<file path="src/hdl/odcr_pkg.sv">
package odcr_pkg;

  // Register indices within the output-driver page
  localparam logic [7:0] LHP_CTRL_OFS = 8'h28;
  localparam logic [7:0] RHP_CTRL_OFS = 8'h29;
  localparam logic [7:0] MONO_CTRL_OFS = 8'h2A;
  localparam logic [7:0] RSVD_A_OFS = 8'h2B;
  localparam logic [7:0] HP_COMMON_OFS = 8'h2C;
  localparam logic [7:0] RSVD_B_OFS = 8'h2D;

  // Field positions
  localparam int HP_GAIN_LSB = 3;
  localparam int HP_GAIN_MSB = 6;
  localparam int MONO_GAIN_LSB = 3;
  localparam int MONO_GAIN_MSB = 4;
  localparam int UNMUTE_BIT = 2;
  localparam int HIZ_PD_BIT = 1;
  localparam int APPLIED_BIT = 0;
  localparam int DEB_LSB = 5;
  localparam int DEB_MSB = 7;
  localparam int PERF_LSB = 3;
  localparam int PERF_MSB = 4;
  localparam int HP_PWR_LSB = 1;
  localparam int HP_PWR_MSB = 2;

  // Values after reset, and the headphone gain limit
  localparam logic [3:0] HP_GAIN_RST = 4'h0;
  localparam logic [3:0] HP_GAIN_MAX = 4'h9;
  localparam logic [1:0] MONO_GAIN_RST = 2'h0;
  localparam logic UNMUTE_RST = 1'b0;
  localparam logic HIZ_PD_RST = 1'b1;
  localparam logic [2:0] DEB_RST = 3'h0;
  localparam logic [1:0] PERF_RST = 2'h0;
  localparam logic [1:0] HP_PWR_RST = 2'h0;

  // Timing
  localparam int CLK_PERIOD_NS = 10;
  localparam int GAIN_STEP_NS = 1000;
  localparam int GAIN_STEP_CYCLES = (GAIN_STEP_NS + CLK_PERIOD_NS - 1) / CLK_PERIOD_NS;
  localparam int DEB_UNIT_NS = 1000;
  localparam int DEB_UNIT_CYCLES = (DEB_UNIT_NS + CLK_PERIOD_NS - 1) / CLK_PERIOD_NS;
  localparam int DEB_TICKS = 8;
  localparam int OSC_EDGES_PER_UNIT = 8;

endpackage : odcr_pkg

</file>
<file path="src/hdl/odcr_output_driver_ctrl.sv">
// Overview of operation
// - Left headphone gain field D6-D3 selects 0 to 9 dB in 1 dB steps.
// - Right headphone gain field D6-D3 selects 0 to 9 dB in 1 dB steps.
// - Left headphone D2: zero mutes, one unmutes; resets muted.
// - Right headphone D2: zero mutes, one unmutes; resets muted.
// - Left headphone D1 picks power-down state: common mode or high impedance; resets one.
// - Right headphone D1 picks power-down state: common mode or high impedance; resets one.
// - Left headphone D0 reads one only once every programmed gain is applied.
// - Right headphone D0 reads one only once every programmed gain is applied.
// - Speaker gain field D4-D3 selects 6, 12, 18 or 24 dB.
// - Speaker D2 zero keeps driver muted, as after reset; one unmutes.
// - Speaker D0 reads one once all programmed speaker gains are applied.
// - Control D7-D5 set debounce, 0 to 512 us, doubling, from 1 MHz.
// - Oscillator source gives 0 to 500 us, scaling with oscillator rate.
// - Debounce clock period is one eighth of the debounce time.
// - Control D4-D3 select DAC performance mode; 10 is reserved.
`timescale 1ns/1ns
`default_nettype none

module odcr_output_driver_ctrl (
  // Clock and reset
  input wire logic sys_clk,
  input wire logic rst,
  // Register port from the control interface, page already selected
  input wire logic [7:0] reg_addr,
  input wire logic reg_wr_en,
  input wire logic [7:0] reg_wr_data,
  output logic [7:0] reg_rd_data,
  // Short-circuit detection and its timing sources
  input wire logic sc_raw,
  input wire logic osc_clk_in,
  input wire logic osc_src_sel,
  output logic short_circuit_detected,
  // Driver controls
  output logic [3:0] left_headphone_driver_gain,
  output logic left_headphone_driver_unmute,
  output logic left_headphone_driver_hiz_pd,
  output logic [3:0] right_headphone_driver_gain,
  output logic right_headphone_driver_unmute,
  output logic right_headphone_driver_hiz_pd,
  output logic [1:0] mono_speaker_driver_gain,
  output logic mono_speaker_driver_unmute,
  output logic [1:0] dac_perf_mode,
  output logic [1:0] hp_power_ctrl
);

  typedef struct packed {
    logic [3:0] lhp_tgt;
    logic [3:0] lhp_act;
    logic lhp_unmute;
    logic lhp_hiz;
    logic [3:0] rhp_tgt;
    logic [3:0] rhp_act;
    logic rhp_unmute;
    logic rhp_hiz;
    logic [1:0] mono_tgt;
    logic [1:0] mono_act;
    logic mono_unmute;
    logic [2:0] deb_code;
    logic [1:0] perf;
    logic [1:0] hp_pwr;
    logic [6:0] step_cnt;
    logic [6:0] us_cnt;
    logic [9:0] tick_cnt;
    logic [2:0] deb_cnt;
    logic sc_s1;
    logic sc_s2;
    logic sc_s3;
    logic sc_stable;
    logic sc_out;
    logic osc_s1;
    logic osc_s2;
    logic osc_s3;
    logic osc_stable;
    logic sel_s1;
    logic sel_s2;
    logic sel_s3;
    logic sel_src;
    logic [7:0] rd_data;
  } odcr_state_type;

  odcr_state_type state_ff;
  odcr_state_type nxt_state;

  function automatic logic [3:0] odcr_step4(input logic [3:0] act, input logic [3:0] tgt);
    if (act < tgt) begin
      return act + 4'h1;
    end else if (act > tgt) begin
      return act - 4'h1;
    end
    return act;
  endfunction : odcr_step4

  function automatic logic [1:0] odcr_step2(input logic [1:0] act, input logic [1:0] tgt);
    if (act < tgt) begin
      return act + 2'h1;
    end else if (act > tgt) begin
      return act - 2'h1;
    end
    return act;
  endfunction : odcr_step2

  localparam logic [9:0] OSC_EDGES_PER_UNIT_W = 10'(odcr_pkg::OSC_EDGES_PER_UNIT);

  // Units of 1 us (or 8 oscillator edges) per debounce tick, for codes 1..7
  function automatic logic [9:0] odcr_tick_limit(input logic [2:0] code, input logic osc);
    logic [9:0] units;
    units = 10'h001 << (code - 3'h1);
    if (osc) begin
      return 10'(units * 10'(OSC_EDGES_PER_UNIT_W));
    end
    return units;
  endfunction : odcr_tick_limit

  function automatic logic [7:0] odcr_read(input logic [7:0] addr, input odcr_state_type s);
    logic [7:0] d;
    d = 8'h00;
    case (addr)
      odcr_pkg::LHP_CTRL_OFS: begin
        d[odcr_pkg::HP_GAIN_MSB:odcr_pkg::HP_GAIN_LSB] = s.lhp_tgt;
        d[odcr_pkg::UNMUTE_BIT] = s.lhp_unmute;
        d[odcr_pkg::HIZ_PD_BIT] = s.lhp_hiz;
        d[odcr_pkg::APPLIED_BIT] = (s.lhp_act == s.lhp_tgt);
      end
      odcr_pkg::RHP_CTRL_OFS: begin
        d[odcr_pkg::HP_GAIN_MSB:odcr_pkg::HP_GAIN_LSB] = s.rhp_tgt;
        d[odcr_pkg::UNMUTE_BIT] = s.rhp_unmute;
        d[odcr_pkg::HIZ_PD_BIT] = s.rhp_hiz;
        d[odcr_pkg::APPLIED_BIT] = (s.rhp_act == s.rhp_tgt);
      end
      odcr_pkg::MONO_CTRL_OFS: begin
        d[odcr_pkg::MONO_GAIN_MSB:odcr_pkg::MONO_GAIN_LSB] = s.mono_tgt;
        d[odcr_pkg::UNMUTE_BIT] = s.mono_unmute;
        d[odcr_pkg::APPLIED_BIT] = (s.mono_act == s.mono_tgt);
      end
      odcr_pkg::HP_COMMON_OFS: begin
        d[odcr_pkg::DEB_MSB:odcr_pkg::DEB_LSB] = s.deb_code;
        d[odcr_pkg::PERF_MSB:odcr_pkg::PERF_LSB] = s.perf;
        d[odcr_pkg::HP_PWR_MSB:odcr_pkg::HP_PWR_LSB] = s.hp_pwr;
      end
      default: begin
        d = 8'h00;
      end
    endcase
    return d;
  endfunction : odcr_read

  localparam logic [6:0] STEP_LAST = 7'(odcr_pkg::GAIN_STEP_CYCLES - 1);
  localparam logic [6:0] US_LAST = 7'(odcr_pkg::DEB_UNIT_CYCLES - 1);
  localparam logic [2:0] DEB_LAST = 3'(odcr_pkg::DEB_TICKS - 1);

  logic unit_pulse;
  logic deb_tick;
  logic [3:0] wr_hp_gain;

  always_comb begin
    nxt_state = state_ff;
    // Reserved codes saturate at 9 dB so the driver never sees an undefined gain
    wr_hp_gain = reg_wr_data[odcr_pkg::HP_GAIN_MSB:odcr_pkg::HP_GAIN_LSB];
    if (wr_hp_gain > odcr_pkg::HP_GAIN_MAX) begin
      wr_hp_gain = odcr_pkg::HP_GAIN_MAX;
    end

    // Register writes; status bit D0 is not stored anywhere
    if (reg_wr_en) begin
      case (reg_addr)
        odcr_pkg::LHP_CTRL_OFS: begin
          nxt_state.lhp_tgt = wr_hp_gain;
          nxt_state.lhp_unmute = reg_wr_data[odcr_pkg::UNMUTE_BIT];
          nxt_state.lhp_hiz = reg_wr_data[odcr_pkg::HIZ_PD_BIT];
        end
        odcr_pkg::RHP_CTRL_OFS: begin
          nxt_state.rhp_tgt = wr_hp_gain;
          nxt_state.rhp_unmute = reg_wr_data[odcr_pkg::UNMUTE_BIT];
          nxt_state.rhp_hiz = reg_wr_data[odcr_pkg::HIZ_PD_BIT];
        end
        odcr_pkg::MONO_CTRL_OFS: begin
          nxt_state.mono_tgt = reg_wr_data[odcr_pkg::MONO_GAIN_MSB:odcr_pkg::MONO_GAIN_LSB];
          nxt_state.mono_unmute = reg_wr_data[odcr_pkg::UNMUTE_BIT];
        end
        odcr_pkg::HP_COMMON_OFS: begin
          nxt_state.deb_code = reg_wr_data[odcr_pkg::DEB_MSB:odcr_pkg::DEB_LSB];
          nxt_state.perf = reg_wr_data[odcr_pkg::PERF_MSB:odcr_pkg::PERF_LSB];
          nxt_state.hp_pwr = reg_wr_data[odcr_pkg::HP_PWR_MSB:odcr_pkg::HP_PWR_LSB];
        end
        default: begin
          nxt_state.hp_pwr = state_ff.hp_pwr;
        end
      endcase
    end

    // Gains ramp one step per interval to avoid pops; the flag tracks arrival
    if (state_ff.step_cnt == STEP_LAST) begin
      nxt_state.step_cnt = 7'h00;
      nxt_state.lhp_act = odcr_step4(state_ff.lhp_act, state_ff.lhp_tgt);
      nxt_state.rhp_act = odcr_step4(state_ff.rhp_act, state_ff.rhp_tgt);
      nxt_state.mono_act = odcr_step2(state_ff.mono_act, state_ff.mono_tgt);
    end else begin
      nxt_state.step_cnt = state_ff.step_cnt + 7'h01;
    end

    // Pin synchronisers; a level counts once stages two and three agree
    nxt_state.sc_s1 = sc_raw;
    nxt_state.sc_s2 = state_ff.sc_s1;
    nxt_state.sc_s3 = state_ff.sc_s2;
    if (state_ff.sc_s2 == state_ff.sc_s3) begin
      nxt_state.sc_stable = state_ff.sc_s3;
    end
    nxt_state.osc_s1 = osc_clk_in;
    nxt_state.osc_s2 = state_ff.osc_s1;
    nxt_state.osc_s3 = state_ff.osc_s2;
    if (state_ff.osc_s2 == state_ff.osc_s3) begin
      nxt_state.osc_stable = state_ff.osc_s3;
    end
    // Source select is a pin as well, so it may change at any time
    nxt_state.sel_s1 = osc_src_sel;
    nxt_state.sel_s2 = state_ff.sel_s1;
    nxt_state.sel_s3 = state_ff.sel_s2;
    if (state_ff.sel_s2 == state_ff.sel_s3) begin
      nxt_state.sel_src = state_ff.sel_s3;
    end

    // Base unit: 1 us from the system clock, or one oscillator edge
    unit_pulse = 1'b0;
    if (state_ff.us_cnt == US_LAST) begin
      nxt_state.us_cnt = 7'h00;
      unit_pulse = !state_ff.sel_src;
    end else begin
      nxt_state.us_cnt = state_ff.us_cnt + 7'h01;
    end
    if (state_ff.sel_src && (state_ff.osc_s2 == state_ff.osc_s3)
        && state_ff.osc_s3 && !state_ff.osc_stable) begin
      unit_pulse = 1'b1;
    end

    // Debounce tick is one eighth of the selected time
    deb_tick = 1'b0;
    if (unit_pulse) begin
      if (state_ff.tick_cnt
          >= odcr_tick_limit(state_ff.deb_code, state_ff.sel_src) - 10'h001) begin
        nxt_state.tick_cnt = 10'h000;
        deb_tick = 1'b1;
      end else begin
        nxt_state.tick_cnt = state_ff.tick_cnt + 10'h001;
      end
    end

    // Any bounce back restarts the count of eight ticks
    if (state_ff.deb_code == odcr_pkg::DEB_RST) begin
      nxt_state.sc_out = state_ff.sc_stable;
      nxt_state.deb_cnt = 3'h0;
    end else if (state_ff.sc_stable == state_ff.sc_out) begin
      nxt_state.deb_cnt = 3'h0;
    end else if (deb_tick) begin
      if (state_ff.deb_cnt == DEB_LAST) begin
        nxt_state.sc_out = state_ff.sc_stable;
        nxt_state.deb_cnt = 3'h0;
      end else begin
        nxt_state.deb_cnt = state_ff.deb_cnt + 3'h1;
      end
    end

    nxt_state.rd_data = odcr_read(reg_addr, state_ff);
  end

  always_ff @(posedge sys_clk or posedge rst) begin
    if (rst) begin
      state_ff <= '{
        lhp_tgt: odcr_pkg::HP_GAIN_RST, lhp_act: odcr_pkg::HP_GAIN_RST,
        lhp_unmute: odcr_pkg::UNMUTE_RST, lhp_hiz: odcr_pkg::HIZ_PD_RST,
        rhp_tgt: odcr_pkg::HP_GAIN_RST, rhp_act: odcr_pkg::HP_GAIN_RST,
        rhp_unmute: odcr_pkg::UNMUTE_RST, rhp_hiz: odcr_pkg::HIZ_PD_RST,
        mono_tgt: odcr_pkg::MONO_GAIN_RST, mono_act: odcr_pkg::MONO_GAIN_RST,
        mono_unmute: odcr_pkg::UNMUTE_RST, deb_code: odcr_pkg::DEB_RST,
        perf: odcr_pkg::PERF_RST, hp_pwr: odcr_pkg::HP_PWR_RST,
        default: '0
      };
    end else begin
      state_ff <= nxt_state;
    end
  end

  assign reg_rd_data = state_ff.rd_data;
  assign short_circuit_detected = state_ff.sc_out;
  assign left_headphone_driver_gain = state_ff.lhp_act;
  assign left_headphone_driver_unmute = state_ff.lhp_unmute;
  assign left_headphone_driver_hiz_pd = state_ff.lhp_hiz;
  assign right_headphone_driver_gain = state_ff.rhp_act;
  assign right_headphone_driver_unmute = state_ff.rhp_unmute;
  assign right_headphone_driver_hiz_pd = state_ff.rhp_hiz;
  assign mono_speaker_driver_gain = state_ff.mono_act;
  assign mono_speaker_driver_unmute = state_ff.mono_unmute;
  assign dac_perf_mode = state_ff.perf;
  assign hp_power_ctrl = state_ff.hp_pwr;
endmodule : odcr_output_driver_ctrl

`default_nettype wire

</file>
<file path="config.mk">
export PLATFORM = sky130hd
export DESIGN_NAME = odcr_output_driver_ctrl
export DESIGN_NICKNAME = d
export VERILOG_FILES = /design/src/hdl/odcr_pkg.sv /design/src/hdl/odcr_output_driver_ctrl.sv
export SDC_FILE = /design/constraint.sdc
export NUM_CORES = 1
export LEC_CHECK = 0
export ABC_AREA = 0
export BUFFER_PORTS_ARGS = -buffer_cell sky130_fd_sc_hd__buf_4
export CAP_MARGIN = 0
export CORE_MARGIN = 5
export CORE_UTILIZATION = 40
export CTS_CLUSTER_DIAMETER = 60
export DETAILED_ROUTE_END_ITERATION = 6
export GPL_TIMING_DRIVEN = 0
export SLEW_MARGIN = 10
export SYNTH_ARGS = -nofsm -noshare
export SYNTH_HDL_FRONTEND = slang
export SYNTH_SLANG_ARGS = --single-unit
</file>
<file path="constraint.sdc">
create_clock -name sys_clk -period 9.4 [get_ports sys_clk]
set_input_delay 1.88 -clock sys_clk [delete_from_list [all_inputs] [get_ports sys_clk]]
set_output_delay 1.88 -clock sys_clk [all_outputs]
set_load 0.03 [all_outputs]
</file>
# Word level (Yosys, flattened, before mapping)
# Cells that the tools add are included.
dict set report totals {
  elab_cells 126
  inputBits 22
  regBits 80
  out_inout_bits 28
}
dict set report op_classes {
  magnitude_cmp 8
  eq_ne 15
  shift 1
  addsub 12
  mux 41
  n_reduce_logical 17
}
# op count
set ops {}
lappend ops {{two-way mux 10 bit} 4}
lappend ops {{equality test 8 x 6 -> 1 bit, second input constant} 4}
lappend ops {{two-way mux 1 bit} 20}
lappend ops {{two-way mux 4 bit} 5}
lappend ops {{adder 7 x 1 -> 7 bit, second input constant} 2}
lappend ops {{equality test 7 bit, second input constant} 2}
lappend ops {{two-way mux 7 bit} 2}
lappend ops {{AND reduction 2 bit} 7}
lappend ops {{two-way mux 3 bit} 4}
lappend ops {{one-hot mux 3 bit (4 select lines)} 1}
lappend ops {{adder 10 x 1 -> 10 bit, second input constant} 1}
lappend ops {{>= comparator 10 bit} 1}
lappend ops {{<< shifter 1 x 3 -> 10 bit, first input constant} 1}
lappend ops {{subtractor 10 x 1 -> 10 bit, second input constant} 1}
lappend ops {{adder 4 x 1 -> 4 bit, second input constant} 2}
lappend ops {{equality test 4 bit} 2}
lappend ops {{greater-than comparator 4 bit} 2}
lappend ops {{less-than comparator 4 bit} 2}
lappend ops {{subtractor 4 x 1 -> 4 bit, second input constant} 2}
lappend ops {{one-hot mux 1 bit (3 select lines)} 2}
lappend ops {{one-hot mux 2 bit (3 select lines)} 1}
lappend ops {{equality test 1 bit} 4}
lappend ops {{greater-than comparator 4 bit, second input constant} 1}
lappend ops {{two-way mux 2 bit} 2}
lappend ops {{other kinds (15)} 19}

# Depth between registers and ports, before layout
dict set report logic_depth {
  depth_word 15
  mapped_depth 17
}

# Least setup slack after synthesis
# Ideal clock, no wire load.
dict set report synth_timing {
  path_kind {register to register}
  start {register state_ff[8] in the netlist's numbering}
  end {register state_ff[29] in the netlist's numbering}
  n_path_buf 4
  synth_period_minus_slack_ns 3.128
  path_slack_ns 6.272
  arrival_time_ns 3.043
  stages_incl_launch_ff 17
  path_cell_list {dfrtp_1 > buf_2 > clkbuf_1 > nor2_1 > nand3b_1 > ha_1 > clkbuf_1 > nand3_1 > o21ai_0 > a221oi_1 > ha_1 > a21oi_1 > nand2_1 > a31oi_1 > buf_2 > a31oi_1 > o22ai_1}
}
dict set report synth_between {
  elab_chain_cells 7
  elab_cells_between_ends 13
}
# element line
set synth_rtl {}
lappend synth_rtl {{start: declaration} odcr_output_driver_ctrl.sv:82} ;# odcr_state_type state_ff;
lappend synth_rtl {{start signal: assignment} odcr_output_driver_ctrl.sv:268} ;# state_ff <= '{
lappend synth_rtl {{start signal: assignment} odcr_output_driver_ctrl.sv:279} ;# state_ff <= nxt_state;
lappend synth_rtl {{two-way mux 1 bit} odcr_output_driver_ctrl.sv:109} ;# if (osc) begin
lappend synth_rtl {{two-way mux 1 bit} odcr_output_driver_ctrl.sv:238} ;# if (unit_pulse) begin
lappend synth_rtl {{two-way mux 10 bit} odcr_output_driver_ctrl.sv:112} ;# return units;
lappend synth_rtl {{two-way mux 10 bit} odcr_output_driver_ctrl.sv:238}
lappend synth_rtl {{subtractor 10 x 1 -> 10 bit} odcr_output_driver_ctrl.sv:240} ;# >= odcr_tick_limit(state_ff.deb_code, state_ff.sel_src) - 10'h001) begin
lappend synth_rtl {{>= comparator 10 bit} odcr_output_driver_ctrl.sv:240}
lappend synth_rtl {{two-way mux 10 bit} odcr_output_driver_ctrl.sv:239} ;# if (state_ff.tick_cnt
# Several ways; a longest one is shown, not always the timed one. The select of a mux whose other input is x is not followed.
# A chain may end at the register's enable or synchronous reset.

# Final worst setup path
dict set report layout_timing {
  start {register state_ff[52] in the netlist's numbering}
  end {register state_ff[25] in the netlist's numbering}
}
dict set report layout_between {
  elab_chain_cells 8
}
# element line
set layout_rtl {}
lappend layout_rtl {{subtractor 3 x 1 -> 3 bit (*)} odcr_output_driver_ctrl.sv:108} ;# units = 10'h001 << (code - 3'h1);
lappend layout_rtl {{<< shifter 1 x 3 -> 10 bit (*)} odcr_output_driver_ctrl.sv:108}
lappend layout_rtl {{two-way mux 10 bit} odcr_output_driver_ctrl.sv:109}
lappend layout_rtl {{two-way mux 10 bit (*)} odcr_output_driver_ctrl.sv:112}
lappend layout_rtl {{two-way mux 10 bit (*)} odcr_output_driver_ctrl.sv:238}
lappend layout_rtl {{subtractor 10 x 1 -> 10 bit (*)} odcr_output_driver_ctrl.sv:240}
lappend layout_rtl {{>= comparator 10 bit (*)} odcr_output_driver_ctrl.sv:240}
lappend layout_rtl {{two-way mux 10 bit (*)} odcr_output_driver_ctrl.sv:239}
# Mark *: on every way between the ends. The rest lies on a longest branch, timed or not. The select of a mux whose other input is x is not followed.

==> results_dict.tcl <==
set metrics [dict create \
    routedWlPerCell_um 14.9 \
    postPlaceCellArea_mm2 0.00528 \
    min_period_over_period_pct 41.8 \
    htree_levels 3 \
    globalplace.congestion 0.801 \
    r2r_cells 14 \
    start_util_pct 41.0 \
    slew_headroom_pct 49.6 \
    maxCapViolCount 0 \
    syn-num-nets 488 \
    yosys.cell_types.count 65 \
    cts_buffers 9 \
    dieArea_mm2 0.0141 \
    seq_area_frac_synth_pct 42.5 \
    root_buffer "clkbuf_16" \
    layout-drive-gt1-share_pct 28.9 \
    min_period_ps 3930 \
    clk_latency_ps 340 \
    dp_cells 625 \
    ir_drop_mv 0.0951 \
    cp.arrival_ps 4190 \
    tightest_slew_ps 750 \
    ant_nets 0 \
    crit_path_start_kind "register" \
    drt-total-wl_um 9570 \
    holdPathEnd "nxt_state[18]" \
    rsz0062_at_grt "no" \
    run_status "finished clean" \
    p_leak_nw 2.62 \
    cts_resized 0 \
    async_flop_share_pct 100 \
    finalSetupViolCount 0 \
    rows 39 \
    max_freq_ghz 0.254 \
    crit_path_end_kind "register" \
    grt_pass1_wl_um 16500 \
    grt_pass1_vias 3327 \
    grt_start_max_net_pins 50 \
    post_synth.cell_area_avg_um2 10.9 \
    drv_slew 0 \
    synth_cells 434 \
    dieHeight_um 119 \
    path_clk_slew_ps 60 \
    layout_commonest_cell "dfrtp_1" \
    synth-main-ff-cell "dfrtp_1" \
    dr_total_vias 3299 \
    required_ps 9650 \
    final_cell_area_mm2 0.00555 \
    syn_area_mm2 0.00472 \
    io_buffers 47 \
    fill_cells 1077 \
    ys_ff_latch 80 \
    hold_ws_ps 347 \
    hp-class "reg -> reg" \
    synth-edff-count 0 \
    diodes 0 \
    final_cell_mix "dfrtp_1 (78), buf_4 (69), ha_1 (30)" \
    power_density_mw_per_mm2 144 \
    worstPathMaxFanout 10 \
    ioPinCount 50 \
    regToRegStartpoint "state_ff[52]" \
    drcViolationCount 0 \
    overflow 0 \
    instances_no_fill 641 \
    cts_buffer_depth 2 \
    clock_skew_ps 8.00 \
    ys_warn_count 0 \
    hold_viol 0 \
    routed_via_density 5.15 \
    die_w_um 119 \
    core_area_mm2 0.0115 \
    cts_tree "yes" \
    dpl.hpwl_um 7120 \
    postCtsSetupBuffers 0 \
    firstDrtPassIters 4 \
    r2r-end "state_ff[25]" \
    finalPower_mw 0.799 \
    hold_buffers 0 \
    worstSetupPathType "reg -> reg" \
    antenna_found_initial 0 \
    min_from "nxt_state[19]" \
    holdPathStages 0 \
    cts_sinks 80 \
    fin_tns_setup_ps 0 \
    rrSetupSlack_ps 5470 \
    area_growth_pct 17.6 \
    grt.total_usage_pct 14.4 \
    final_net_count 547 \
    drt_iter0_markers 106 \
]
==> how the worst max path moves through the flow <==
| stage | slack [ps] | to | cells past startpoint | startpoint |
|---|---|---|---|---|
| 6_report | 5470 | state_ff[25] | 14 | state_ff[52] |
| 5_1_grt | 5100 | state_ff[33] | 13 | state_ff[52] |
| 4_1_cts | 5530 | state_ff[25] | 15 | state_ff[8] |
| 3_5_place_dp | 5540 | state_ff[33] | 14 | state_ff[8] |
| 3_3_place_gp | 4380 | left_headphone_driver_gain[1] | 2 | rst |
| 2_1_floorplan | 5470 | dac_perf_mode[0] | 1 | rst |
==> cell type report <==
| cell class | count | area, um^2 | area share (%) |
|---|---|---|---|
| inverter | 27 | 104 | 1.87 |
| buffer | 36 | 233 | 4.19 |
| timing repair buffer | 48 | 380 | 6.85 |
| clock inverter | 3 | 20.0 | 0.361 |
| multi-input combinational | 291 | 2380 | 42.9 |
| tap | 143 | 179 | 3.22 |
| clock buffer | 13 | 250 | 4.51 |
| sequential | 80 | 2000 | 36.1 |
==> worst max-delay path, cell delays in order (launching register included) <==
cell and delay (ps):
dfrtp_1 320, clkbuf_1 290, clkbuf_1 400, nand3b_1 170, ha_1 170, clkbuf_1 330, o21ai_0 160, a221oi_1 360
ha_1 330, a21oi_1 160, nand2_1 70, a31oi_1 470, buf_2 330, nand2_1 110, o21ai_0 170
==> cells by family after synthesis <==
logic type / synth area share (%)
compound gates: 11.3
xor+xnor: 3.34
fa+ha+maj: 9.44
buf+inv: 7.08
flops: 42.5
mux: 10.7
simple gates: 15.7
==> Yosys cell counts (7+ instances only) <==
| cell | count | area, um^2 |
|---|---|---|
| dfrtp_1 | 78 | 1950 |
| ha_1 | 30 | 375 |
| inv_1 | 27 | 101 |
| nor2_1 | 26 | 97.6 |
| nand2_1 | 24 | 90.1 |
| a21oi_1 | 22 | 110 |
| buf_4 | 22 | 165 |
| mux2_2 | 17 | 191 |
| mux2i_1 | 15 | 150 |
| nand3_1 | 13 | 65.1 |
| o21ai_0 | 12 | 60.1 |
| mux2_4 | 11 | 165 |
| xnor2_1 | 10 | 87.6 |
| a31oi_1 | 8 | 50.1 |
| nand4_1 | 8 | 50.1 |
| xor2_1 | 8 | 70.1 |
| and3_1 | 7 | 43.8 |
| clkbuf_1 | 7 | 26.3 |
| nor2b_1 | 7 | 43.8 |
==> per-layer routing <==
layer | share of wire (%) | global-route usage [%] | routed length [um] | vias up
li1 | - | - | - | 1648
met1 | 49 | 19.9 | 4650 | 1589
met2 | 46 | 22.0 | 4400 | 51
met3 | 3.6 | 3.63 | 346 | 11
met4 | 1.8 | 5.36 | 168 | 0
met5 | 0 | 0 | 0 | -
==> where the power goes <==
| part | switching, mW | leakage, nW | internal [mW] |
|---|---|---|---|
| clock network | 0.137 | 0.126 | 0.186 |
| logic | 0.0592 | 1.46 | 0.0438 |
| registers | 0.0147 | 1.04 | 0.359 |
| total | 0.211 | 2.62 | 0.588 |
==> registers in the layout (all words and copies together) (netlist names) <==
register	cells
dac_perf_mode	2
hp_power_ctrl	2
left_headphone_driver_gain	4
left_headphone_driver_hiz_pd	1
left_headphone_driver_unmute	1
mono_speaker_driver_gain	2
mono_speaker_driver_unmute	1
nxt_state	6
reg_rd_data	8
right_headphone_driver_gain	4
right_headphone_driver_hiz_pd	1
right_headphone_driver_unmute	1
short_circuit_detected	1
state_ff	46
==> through the flow <==
| stage | worst slack (ps) | utilization, % |
|---|---|---|
| 2_1_floorplan | 5470 | - |
| 3_3_place_gp | 4380 | 45.6 |
| 3_5_place_dp | 5540 | 45.9 |
| 4_1_cts | 5530 | 48.2 |
| 5_1_grt | 5100 | 48.2 |
| 6_report | 5470 | 48.2 |
Note: power is estimated with default switching activity, not from simulation.
